**config.mk**
```make
export PLATFORM = sky130hd
export DESIGN_NAME = spi_fram_read_sleep_id
export DESIGN_NICKNAME = d
export VERILOG_FILES = /design/src/shared/fram_spi_pkg.sv /design/src/design/pin_sync.sv /design/src/design/crc8_calc.sv /design/src/design/spi_fram_read_sleep_id.sv
export SDC_FILE = /design/constraint.sdc
export NUM_CORES = 1
export LEC_CHECK = 0
export ABC_AREA = 1
export BUFFER_PORTS_ARGS = -buffer_cell sky130_fd_sc_hd__buf_2
export CORE_MARGIN = 4
export CORE_UTILIZATION = 50
export DETAILED_ROUTE_END_ITERATION = 8
export GPL_TIMING_DRIVEN = 0
export PLACE_DENSITY = 0.68
export SLEW_MARGIN = 15
export SYNTH_ARGS = -nofsm -noshare
export SYNTH_HDL_FRONTEND = slang
export SYNTH_SLANG_ARGS = --single-unit
```
**constraint.sdc**
```tcl
create_clock -name sys_clk_i -period 6.1 [get_ports sys_clk_i]
set_input_delay 1.83 -clock sys_clk_i [delete_from_list [all_inputs] [get_ports sys_clk_i]]
set_output_delay 1.83 -clock sys_clk_i [all_outputs]
set_load 0.03 [all_outputs]
```
**src/shared/fram_spi_pkg.sv**
```systemverilog
// Behaviour
// Read command then three address bytes, 17-bit start.
// Data bytes shift out; serial input ignored.
// Address advances per byte, wraps to zero.
// Data bytes leave most significant bit first.
// Select rising ends read, output floats.
// Fast read: code, three address bytes, dummy.
// Fast read waits eight dummy clocks, else normal.
// Pause low with clock low suspends; high resumes.
// While paused, clock and select toggles ignored.
// Sleep code then select rising enters sleep.
// Asleep: ignore clock and input, output floats.
// Select falling wakes; output floats during recovery.
// Master may send dummy read, then wait.
// Identity command returns nine bytes, maker first.
// Maker part: six continuation bytes, maker byte.
// Product bytes: family, density, sub, revision, reserved.
// Serial number command returns eight bytes.
// Serial number: customer, unique value, CRC, high first.
// Unassigned customer identifier reads as zero.
// Master checks CRC over first seven bytes.
// CRC-8 table lookup, start zero, polynomial 0x07.
// Normal read command code is 03h.
// Sample on rising, change on falling; both idles.
package fram_spi_pkg;

   ////////////////////////////////////////////////////////////////////////////
   // Command codes
   localparam logic [7:0] CMD_READ = 8'h03;
   localparam logic [7:0] CMD_FAST_READ = 8'h0b;
   localparam logic [7:0] CMD_SLEEP = 8'hb9;
   localparam logic [7:0] CMD_READ_IDENTITY = 8'h9f;
   localparam logic [7:0] CMD_SERIAL_NUMBER = 8'hc3;

   ////////////////////////////////////////////////////////////////////////////
   // Geometry and field positions
   localparam int ADDR_W = 17;
   localparam logic [3:0] ID_BYTES = 4'h9;
   localparam logic [3:0] SN_BYTES = 4'h8;
   localparam logic [1:0] ADDR_BYTES_LAST = 2'h2;
   localparam logic [2:0] BIT_LAST = 3'h7;
   localparam logic [7:0] CRC_POLY = 8'h07;
   localparam logic [7:0] CRC_INIT = 8'h00;
   localparam logic [15:0] CUSTOMER_ID_NONE = 16'h0000;

   ////////////////////////////////////////////////////////////////////////////
   // Reset values
   localparam logic [ADDR_W-1:0] ADDR_RST = 17'h00000;
   localparam logic [7:0] BYTE_RST = 8'h00;

   ////////////////////////////////////////////////////////////////////////////
   // Timing
   localparam int CLK_PERIOD_NS = 25;
   localparam int WAKE_RECOVERY_TIME_NS = 400;
   localparam logic [7:0] WAKE_CYCLES =
      8'((WAKE_RECOVERY_TIME_NS + CLK_PERIOD_NS - 1) / CLK_PERIOD_NS);

   ////////////////////////////////////////////////////////////////////////////
   // Types
   typedef struct packed {
      logic select_n;
      logic sclk;
      logic serial_in;
      logic pause_n;
   } spi_pins_t;

   typedef struct packed {
      logic data;
      logic oe;
   } spi_out_t;

   typedef enum logic [1:0] {
      SRC_MEM,
      SRC_ID,
      SRC_SN
   } src_t;

endpackage

```
**src/design/pin_sync.sv**
```systemverilog
`timescale 1ns/1ps
// Two-stage synchroniser with edge detection on the settled level
module pin_sync (
   input wire logic sys_clk_i,
   input wire logic sys_rst_i,
   input wire logic pin_i,
   input wire logic rst_level_i,
   output logic level_o,
   output logic rise_o,
   output logic fall_o
);
   logic meta_q;
   logic sync_q;
   logic prev_q;

   // First stage is read only by the second stage; stages hold the pin
   // relative to its idle level, so leaving reset makes no false edge
   always_ff @(posedge sys_clk_i or posedge sys_rst_i) begin
      if (sys_rst_i) begin
         meta_q <= 1'b0;
         sync_q <= 1'b0;
         prev_q <= 1'b0;
      end else begin
         meta_q <= pin_i ^ rst_level_i;
         sync_q <= meta_q;
         prev_q <= sync_q;
      end
   end

   // Edges come from settled stages only, back in pin polarity
   assign level_o = sync_q ^ rst_level_i;
   assign rise_o = (sync_q ^ prev_q) & level_o;
   assign fall_o = (sync_q ^ prev_q) & ~level_o;
endmodule

```
**src/design/crc8_calc.sv**
```systemverilog
`timescale 1ns/1ps
// CRC-8 over seven serial-number bytes, highest byte first
module crc8_calc
   import fram_spi_pkg::*;
(
   input wire logic [55:0] data_i,
   output logic [7:0] crc_o
);
   // Table entry for one index, same as the lookup table built from the polynomial
   function automatic logic [7:0] table_entry(input logic [7:0] idx);
      logic [7:0] c;
      c = idx;
      for (int b = 0; b < 8; b++) begin
         c = c[7] ? ((c << 1) ^ CRC_POLY) : (c << 1);
      end
      return c;
   endfunction

   // lookup per byte
   always_comb begin
      crc_o = CRC_INIT;
      for (int i = 6; i >= 0; i--) begin
         crc_o = table_entry(crc_o ^ data_i[i*8 +: 8]);
      end
   end
endmodule

```
**src/design/spi_fram_read_sleep_id.sv**
```systemverilog
`timescale 1ns/1ps
// Serial slave: read, fast read, pause, sleep, identity and serial number
module spi_fram_read_sleep_id #(
   parameter logic [7:0] CONT_BYTE = 8'h5a,      // Arbitrary value
   parameter logic [7:0] MAKER_BYTE = 8'h3c,     // Arbitrary value
   parameter logic [2:0] FAMILY = 3'h1,          // Arbitrary value
   parameter logic [4:0] DENSITY = 5'h04,        // Arbitrary value
   parameter logic [1:0] SUB_CODE = 2'h0,        // Arbitrary value
   parameter logic [2:0] REVISION = 3'h0,        // Arbitrary value
   parameter logic [15:0] CUSTOMER_ID = 16'h0000,
   parameter logic [39:0] UNIQUE_VALUE = 40'h0123456789 // Arbitrary value
) (
   input wire logic sys_clk_i,
   input wire logic sys_rst_i,
   input wire fram_spi_pkg::spi_pins_t pins_i,
   input wire logic [7:0] mem_data_i,
   output logic [fram_spi_pkg::ADDR_W-1:0] mem_addr_o,
   output fram_spi_pkg::spi_out_t so_o,
   output logic asleep_o
);
   import fram_spi_pkg::*;

   typedef enum logic [2:0] {
      ST_IDLE,
      ST_CMD,
      ST_ADDR,
      ST_DUMMY,
      ST_DATA,
      ST_IGNORE,
      ST_SLEEP,
      ST_WAKE
   } state_t;

   state_t state_q;
   src_t src_q;
   logic fast_q;
   logic sleep_arm_q;
   logic paused_q;
   logic [2:0] bit_cnt_q;
   logic [1:0] addr_cnt_q;
   logic [3:0] idx_q;
   logic [7:0] sh_in_q;
   logic [7:0] tx_q;
   logic [ADDR_W-1:0] addr_q;
   logic [7:0] wake_cnt_q;
   logic so_data_q;
   logic so_oe_q, drive_q;
   logic asleep_q;

   logic cs_lvl, cs_rise, cs_fall;
   logic sck_lvl, sck_rise, sck_fall;
   logic si_lvl;
   logic pause_lvl;
   logic rise_ok, fall_ok, byte_done;
   logic [7:0] byte_in;
   logic [7:0] crc;
   logic [71:0] id_word;
   logic [71:0] sn_word;
   logic [7:0] src_byte;

   ////////////////////////////////////////////////////////////////////////////
   // Pin synchronisers
   pin_sync u_sync_cs (
      .sys_clk_i(sys_clk_i),
      .sys_rst_i(sys_rst_i),
      .pin_i(pins_i.select_n),
      .rst_level_i(1'b1),
      .level_o(cs_lvl),
      .rise_o(cs_rise),
      .fall_o(cs_fall)
   );
   pin_sync u_sync_sck (
      .sys_clk_i(sys_clk_i),
      .sys_rst_i(sys_rst_i),
      .pin_i(pins_i.sclk),
      .rst_level_i(1'b0),
      .level_o(sck_lvl),
      .rise_o(sck_rise),
      .fall_o(sck_fall)
   );
   pin_sync u_sync_si (
      .sys_clk_i(sys_clk_i),
      .sys_rst_i(sys_rst_i),
      .pin_i(pins_i.serial_in),
      .rst_level_i(1'b0),
      .level_o(si_lvl),
      .rise_o(),
      .fall_o()
   );
   pin_sync u_sync_pause (
      .sys_clk_i(sys_clk_i),
      .sys_rst_i(sys_rst_i),
      .pin_i(pins_i.pause_n),
      .rst_level_i(1'b1),
      .level_o(pause_lvl),
      .rise_o(),
      .fall_o()
   );

   ////////////////////////////////////////////////////////////////////////////
   // Identity and serial number words
   // six continuation bytes then maker byte
   // product fields, reserved bits zero
   assign id_word = {{6{CONT_BYTE}}, MAKER_BYTE, FAMILY, DENSITY, SUB_CODE, REVISION, 3'h0};

   crc8_calc u_crc (
      .data_i({CUSTOMER_ID, UNIQUE_VALUE}),
      .crc_o(crc)
   );

   // customer, unique value, CRC, left-justified for byte picking
   // customer id parameter defaults to zero
   assign sn_word = {CUSTOMER_ID, UNIQUE_VALUE, crc, BYTE_RST};

   // Byte i counted from the top of a 72-bit word
   function automatic logic [7:0] pick_byte(input logic [71:0] w, input logic [3:0] i);
      logic [71:0] s;
      s = w << {i, 3'b000};
      return s[71:64];
   endfunction

   // Byte source for the next outgoing data byte
   always_comb begin
      case (src_q)
         SRC_ID: src_byte = pick_byte(id_word, idx_q);
         SRC_SN: src_byte = pick_byte(sn_word, idx_q);
         default: src_byte = mem_data_i;
      endcase
   end

   ////////////////////////////////////////////////////////////////////////////
   // Edge qualification
   // edges are masked while paused
   // clock edges ignored outside an active frame
   assign rise_ok = sck_rise & ~paused_q & ~cs_lvl;
   assign fall_ok = sck_fall & ~paused_q & ~cs_lvl;
   assign byte_done = rise_ok & (bit_cnt_q == BIT_LAST);
   assign byte_in = {sh_in_q[6:0], si_lvl};

   ////////////////////////////////////////////////////////////////////////////
   // Pause tracking, only changes while the clock is low
   // suspend and resume on pause level with clock low
   always_ff @(posedge sys_clk_i or posedge sys_rst_i) begin
      if (sys_rst_i) begin
         paused_q <= 1'b0;
      end else if (!sck_lvl && state_q != ST_SLEEP && state_q != ST_WAKE) begin
         paused_q <= ~pause_lvl;
      end
   end

   ////////////////////////////////////////////////////////////////////////////
   // Bit counter and input shifter
   // serial input sampled on rising clock edges
   always_ff @(posedge sys_clk_i or posedge sys_rst_i) begin
      if (sys_rst_i) begin
         bit_cnt_q <= 3'h0;
         sh_in_q <= BYTE_RST;
      end else if (cs_fall && !paused_q) begin
         bit_cnt_q <= 3'h0;
      end else if (rise_ok && state_q != ST_SLEEP && state_q != ST_WAKE) begin
         bit_cnt_q <= bit_cnt_q + 3'h1;
         sh_in_q <= byte_in;
      end
   end

   ////////////////////////////////////////////////////////////////////////////
   // Transfer state machine
   always_ff @(posedge sys_clk_i or posedge sys_rst_i) begin
      if (sys_rst_i) begin
         state_q <= ST_IDLE;
         src_q <= SRC_MEM;
         fast_q <= 1'b0;
         sleep_arm_q <= 1'b0;
         addr_cnt_q <= 2'h0;
      end else begin
         case (state_q)
            ST_IDLE: begin
               if (cs_fall) begin
                  state_q <= ST_CMD;
                  sleep_arm_q <= 1'b0;
               end
            end
            ST_SLEEP: begin
               // select falling starts wake-up
               if (cs_fall) begin
                  state_q <= ST_WAKE;
               end
            end
            ST_WAKE: begin
               // Frame that caused wake-up is not honoured
               if (wake_cnt_q == 8'h00) begin
                  state_q <= cs_lvl ? ST_IDLE : ST_IGNORE;
               end
            end
            default: begin
               if (cs_rise && !paused_q) begin
                  // select rising ends any transfer
                  // armed sleep taken on select rising
                  state_q <= sleep_arm_q ? ST_SLEEP : ST_IDLE;
                  sleep_arm_q <= 1'b0;
               end else if (byte_done) begin
                  case (state_q)
                     ST_CMD: begin
                        addr_cnt_q <= 2'h0;
                        fast_q <= (byte_in == CMD_FAST_READ);
                        case (byte_in)
                           // normal read code
                           // fast read code
                           CMD_READ, CMD_FAST_READ: begin
                              state_q <= ST_ADDR;
                              src_q <= SRC_MEM;
                           end
                           // identity readout
                           CMD_READ_IDENTITY: begin
                              state_q <= ST_DATA;
                              src_q <= SRC_ID;
                           end
                           // serial number readout
                           CMD_SERIAL_NUMBER: begin
                              state_q <= ST_DATA;
                              src_q <= SRC_SN;
                           end
                           CMD_SLEEP: begin
                              state_q <= ST_IGNORE;
                              sleep_arm_q <= 1'b1;
                           end
                           default: state_q <= ST_IGNORE;
                        endcase
                     end
                     ST_ADDR: begin
                        addr_cnt_q <= addr_cnt_q + 2'h1;
                        if (addr_cnt_q == ADDR_BYTES_LAST) begin
                           // dummy byte only for fast read
                           state_q <= fast_q ? ST_DUMMY : ST_DATA;
                        end
                     end
                     ST_DUMMY: state_q <= ST_DATA;
                     // A further whole byte after the sleep code cancels it
                     ST_IGNORE: sleep_arm_q <= 1'b0;
                     default: state_q <= state_q;
                  endcase
               end
            end
         endcase
      end
   end

   ////////////////////////////////////////////////////////////////////////////
   // Address collection and sequential advance
   always_ff @(posedge sys_clk_i or posedge sys_rst_i) begin
      if (sys_rst_i) begin
         addr_q <= ADDR_RST;
         idx_q <= 4'h0;
      end else if (byte_done && state_q == ST_CMD) begin
         idx_q <= 4'h0;
      end else if (byte_done && state_q == ST_ADDR) begin
         // keep the low 17 bits of the address bytes
         addr_q <= ADDR_W'({addr_q, byte_in});
      end else if (byte_done && state_q == ST_DATA) begin
         // natural 17-bit wrap from top to zero
         addr_q <= addr_q + ADDR_W'(1);
         if (src_q == SRC_ID) begin
            idx_q <= (idx_q == ID_BYTES - 4'h1) ? 4'h0 : idx_q + 4'h1;
         end else begin
            idx_q <= (idx_q == SN_BYTES - 4'h1) ? 4'h0 : idx_q + 4'h1;
         end
      end
   end

   ////////////////////////////////////////////////////////////////////////////
   // Output shifter
   // data bytes driven, serial input never used here
   // output changes after falling clock edges
   always_ff @(posedge sys_clk_i or posedge sys_rst_i) begin
      if (sys_rst_i) begin
         tx_q <= BYTE_RST;
         so_data_q <= 1'b0;
      end else if (fall_ok && state_q == ST_DATA) begin
         if (bit_cnt_q == 3'h0) begin
            // most significant bit first
            so_data_q <= src_byte[7];
            tx_q <= {src_byte[6:0], 1'b0};
         end else begin
            so_data_q <= tx_q[7];
            tx_q <= {tx_q[6:0], 1'b0};
         end
      end
   end

   // Output enable; floats during pause so the bus can be shared
   // floats while asleep
   always_ff @(posedge sys_clk_i or posedge sys_rst_i) begin
      if (sys_rst_i) begin
         so_oe_q <= 1'b0;
         drive_q <= 1'b0;
      end else if (state_q != ST_DATA || (cs_lvl && !paused_q)) begin
         // select high floats the output
         so_oe_q <= 1'b0;
         drive_q <= 1'b0;
      end else begin
         // floats while paused, drives again on resume
         so_oe_q <= ~paused_q & (drive_q | (fall_ok & (bit_cnt_q == 3'h0)));
         drive_q <= drive_q | (fall_ok & (bit_cnt_q == 3'h0));
      end
   end

   ////////////////////////////////////////////////////////////////////////////
   // Sleep and wake-up timing
   // output stays off until recovery time ends
   always_ff @(posedge sys_clk_i or posedge sys_rst_i) begin
      if (sys_rst_i) begin
         wake_cnt_q <= 8'h00;
         asleep_q <= 1'b0;
      end else if (state_q == ST_SLEEP) begin
         wake_cnt_q <= WAKE_CYCLES - 8'h01;
         asleep_q <= 1'b1;
      end else if (state_q == ST_WAKE) begin
         wake_cnt_q <= wake_cnt_q - 8'h01;
         asleep_q <= 1'b1;
      end else begin
         asleep_q <= 1'b0;
      end
   end

   ////////////////////////////////////////////////////////////////////////////
   // Registered outputs
   always_ff @(posedge sys_clk_i or posedge sys_rst_i) begin
      if (sys_rst_i) begin
         mem_addr_o <= ADDR_RST;
      end else begin
         mem_addr_o <= addr_q;
      end
   end

   assign so_o.data = so_data_q;
   assign so_o.oe = so_oe_q;
   assign asleep_o = asleep_q;
endmodule

```
==> run metrics <==
status=finished, final reports clean; Non-Filler Instances=roughly 710; Core Area=a little under 9000 um^2; fraction of layout cells with a size suffix above 1=a little over an eighth; Antenna Violating Nets Remaining=0; Worst Path Arrival=1.02 ns; PD cells=299 nW/um^2; syn_nets=between 500 and 600; Fin Hold WS=0.354 ns; Setup TNS Final=0 ns; final WL=roughly 9500 um; io pins=34; minimum clock period=between 2 and 3 ns; leading area contributor after synthesis=dfrtp_1; synth top area cells=dfrtp_1 49%, nand2_1 11%, inv_1 6.0%; clock share of power=between 30 and 40%; endpoints failing setup=0; Max-Cap Viols=0; ys flop type=dfrtp_1; Nets=~630; Tot GR Track Use=about a fifth; P_int=between 0.001 and 0.0015 W; CP peak stage delay=approximately 0.38 ns; CTS tree=yes; Switch Pwr=about 0.00045 W; Die ar.=10500 um^2; routed len/inst=around 13 um; DP HPWL=6950 um; max-slew violations=0; async set or reset register ratio after synthesis=between 90% and 100%; Initial DRC Count=roughly 200; GPL Wtd Cong=approximately 0.9; first-pass GRT wire length=between 15000 and 20000 um; total grt overflow=0; worst path cell trace=buf_4 -> buf_2; library cells used by synthesis=37; post-placement setup slack=roughly 3.5 ns; EDFF count, synth=0; Die Wd=slightly above 100 um; final antenna diode count=0; crit start category=flip-flop; Mapped Avg Cell Area=about 8 um^2; post-synthesis cell count=551; hold_buf cts=0; cell area after synthesis=between 4000 and 5000 um^2; # fillers=between 800 and 900; data required time of the worst path=between 4 and 5 ns; Post-CTS Setup Inserts=0; static leakage=approximately 2.6 nW; CTS resizes=0; vias in the first global route=3496; post-synthesis sequential area ratio=between 40 and 50%; CTS buffer count=9; Worst Hold Class=flip-flop to flip-flop; Via-to-Cell Ratio=about 5.3; flops & latches, synth=87; Worst Setup End Kind=primary output; Worst Tran Pin Value=a little over 0.4 ns; clock latency on the worst-skew pair=~0.36 ns; Site Rows=34; DIE HEIGHT=slightly above 100 um; Reg power frac=a little under half; H-tree depth=3; CP max FO=2; share of the synthesized area in the top cell type=between 40% and 50%; TritonCTS sink count=87; initial antenna violation count=0; DR vias=~3.7k; Switching Fraction=29.5%; Synth warnings=0; Final Hold Viols=0; worst setup path class=flip-flop to primary output; Initial Utilization=slightly above 50%; combinational share of power=between 15 and 20%; clk_skew=0.0142 ns; drc violations=0; area grow syn2layout=13.2%; placed cell count=693; most common cell after layout, fill and taps aside=nand2_1; post-route setup slack=between 3 and 4 ns; drt pass-1 iters=4; Max clock buf depth=2; maximum vdd ir drop=between 0.0001 and 0.00015 V; fraction of the cycle the final worst path needs=approximately 47%; root buf cell=clkbuf_8; largest net degree at the start of global routing=63; commonest non-fill, non-tap cells in the layout=128 x nand2_1, 87 x dfrtp_1, 70 x inv_1; RSZ-0062 raised after global routing=no; count of input and output buffers=33; CTS clock-pin slew for the worst setup and hold paths=about 0.08 ns; slowest stage cell, crit path=dfrtp_1; f_max=350 MHz; Max-slew headroom=between 70 and 80%
==> routing by layer <==
layer | vias to the layer above | routed length (um) | global-route usage (%)
li1 | 1883 | - | -
met1 | 1727 | 4620 | 30.0
met2 | 92 | 4180 | 29.0
met3 | 15 | 518 | 3.21
met4 | 0 | 166 | 7.67
met5 | - | 0 | 0
==> worst paths after layout <==
check / from / slack [ns] / to / cells past startpoint
max reg2reg: src_q[0] / 4.11 / tx_q[5] / 8
min reg2reg: u_sync_cs.meta_q / 0.35 / u_sync_cs.sync_q / 0
max: so_data_q / 3.25 / so_o[1] / 2
min: u_sync_cs.meta_q / 0.35 / u_sync_cs.sync_q / 0
min in group asynchronous: sys_rst_i / 1.45 / so_data_q / 2
max in group asynchronous: sys_rst_i / 4.04 / sh_in_q[1] / 3
==> Yosys cell counts, types with 8 or more instances <==
cell type / instances
dfrtp_1: 87
nor2_1: 53
inv_1: 71
nand3_1: 31
ha_1: 16
nor3_1: 8
o21ai_0: 50
a21oi_1: 33
nand4_1: 10
nand2_1: 128
o21ai_1: 8
==> cell families after synthesis <==
family | Yosys count | synth area share, %
AND/OR/NAND/NOR | 241 | 22.8
XOR/XNOR | 4 | 0.786
AO/OA/AOI/OAI | 116 | 14.9
adder cells (fa/ha/maj) | 16 | 4.49
buffers and inverters | 87 | 8.14
flip-flops | 87 | 48.9
==> area by class of cell <==
type                            count  area [um^2]  share of cell area (%)
Clock inverter                      6          134                    2.65
Clock buffer                        9          124                    2.46
Timing Repair Buffer               34          193                    3.82
Inverter                           75          287                    5.68
Sequential cell                    87         2180                    43.2
Tap cell                          108          135                    2.68
Multi-Input combinational cell    377         1920                    38.0
Buffer                             12         78.8                    1.56
==> stage by stage <==
stage          power (W)  area, um^2  util, %
2_1_floorplan   0.000935        4460        -
5_1_grt          0.00161        5040     58.1
3_5_place_dp     0.00101        4790     55.1
6_report         0.00151        5040     58.1
3_3_place_gp     0.00100        4760     54.8
4_1_cts          0.00153        5040     58.1
==> power by group through the flow <==
| stage | registers (W) | logic [W] | clock network [W] |
|---|---|---|---|
| after detailed placement | 0.000718 | 0.000296 | 0 |
| after floorplan | 0.000711 | 0.000224 | 0 |
| after global routing | 0.000718 | 0.000343 | 0.000550 |
| after global placement | 0.000716 | 0.000284 | 0 |
| after CTS | 0.000707 | 0.000296 | 0.000522 |
| final | 0.000707 | 0.000293 | 0.000510 |
==> critical path: cells and delay by family (launching register included) <==
| family | cells | cell delay [ns] |
|---|---|---|
| flip-flops | 1 | 0.38 |
| buffers and inverters | 2 | 0.29 |
==> state kept, by name, summed over array words and instances, names as in the netlist, 2 cells and up <==
register    cells
state_q         3
addr_cnt_q      2
src_q           2
sh_in_q         7
mem_addr_o     17
wake_cnt_q      8
bit_cnt_q       3
tx_q            7
addr_q         17
idx_q           4
Note: power is estimated with default switching activity, not from simulation.
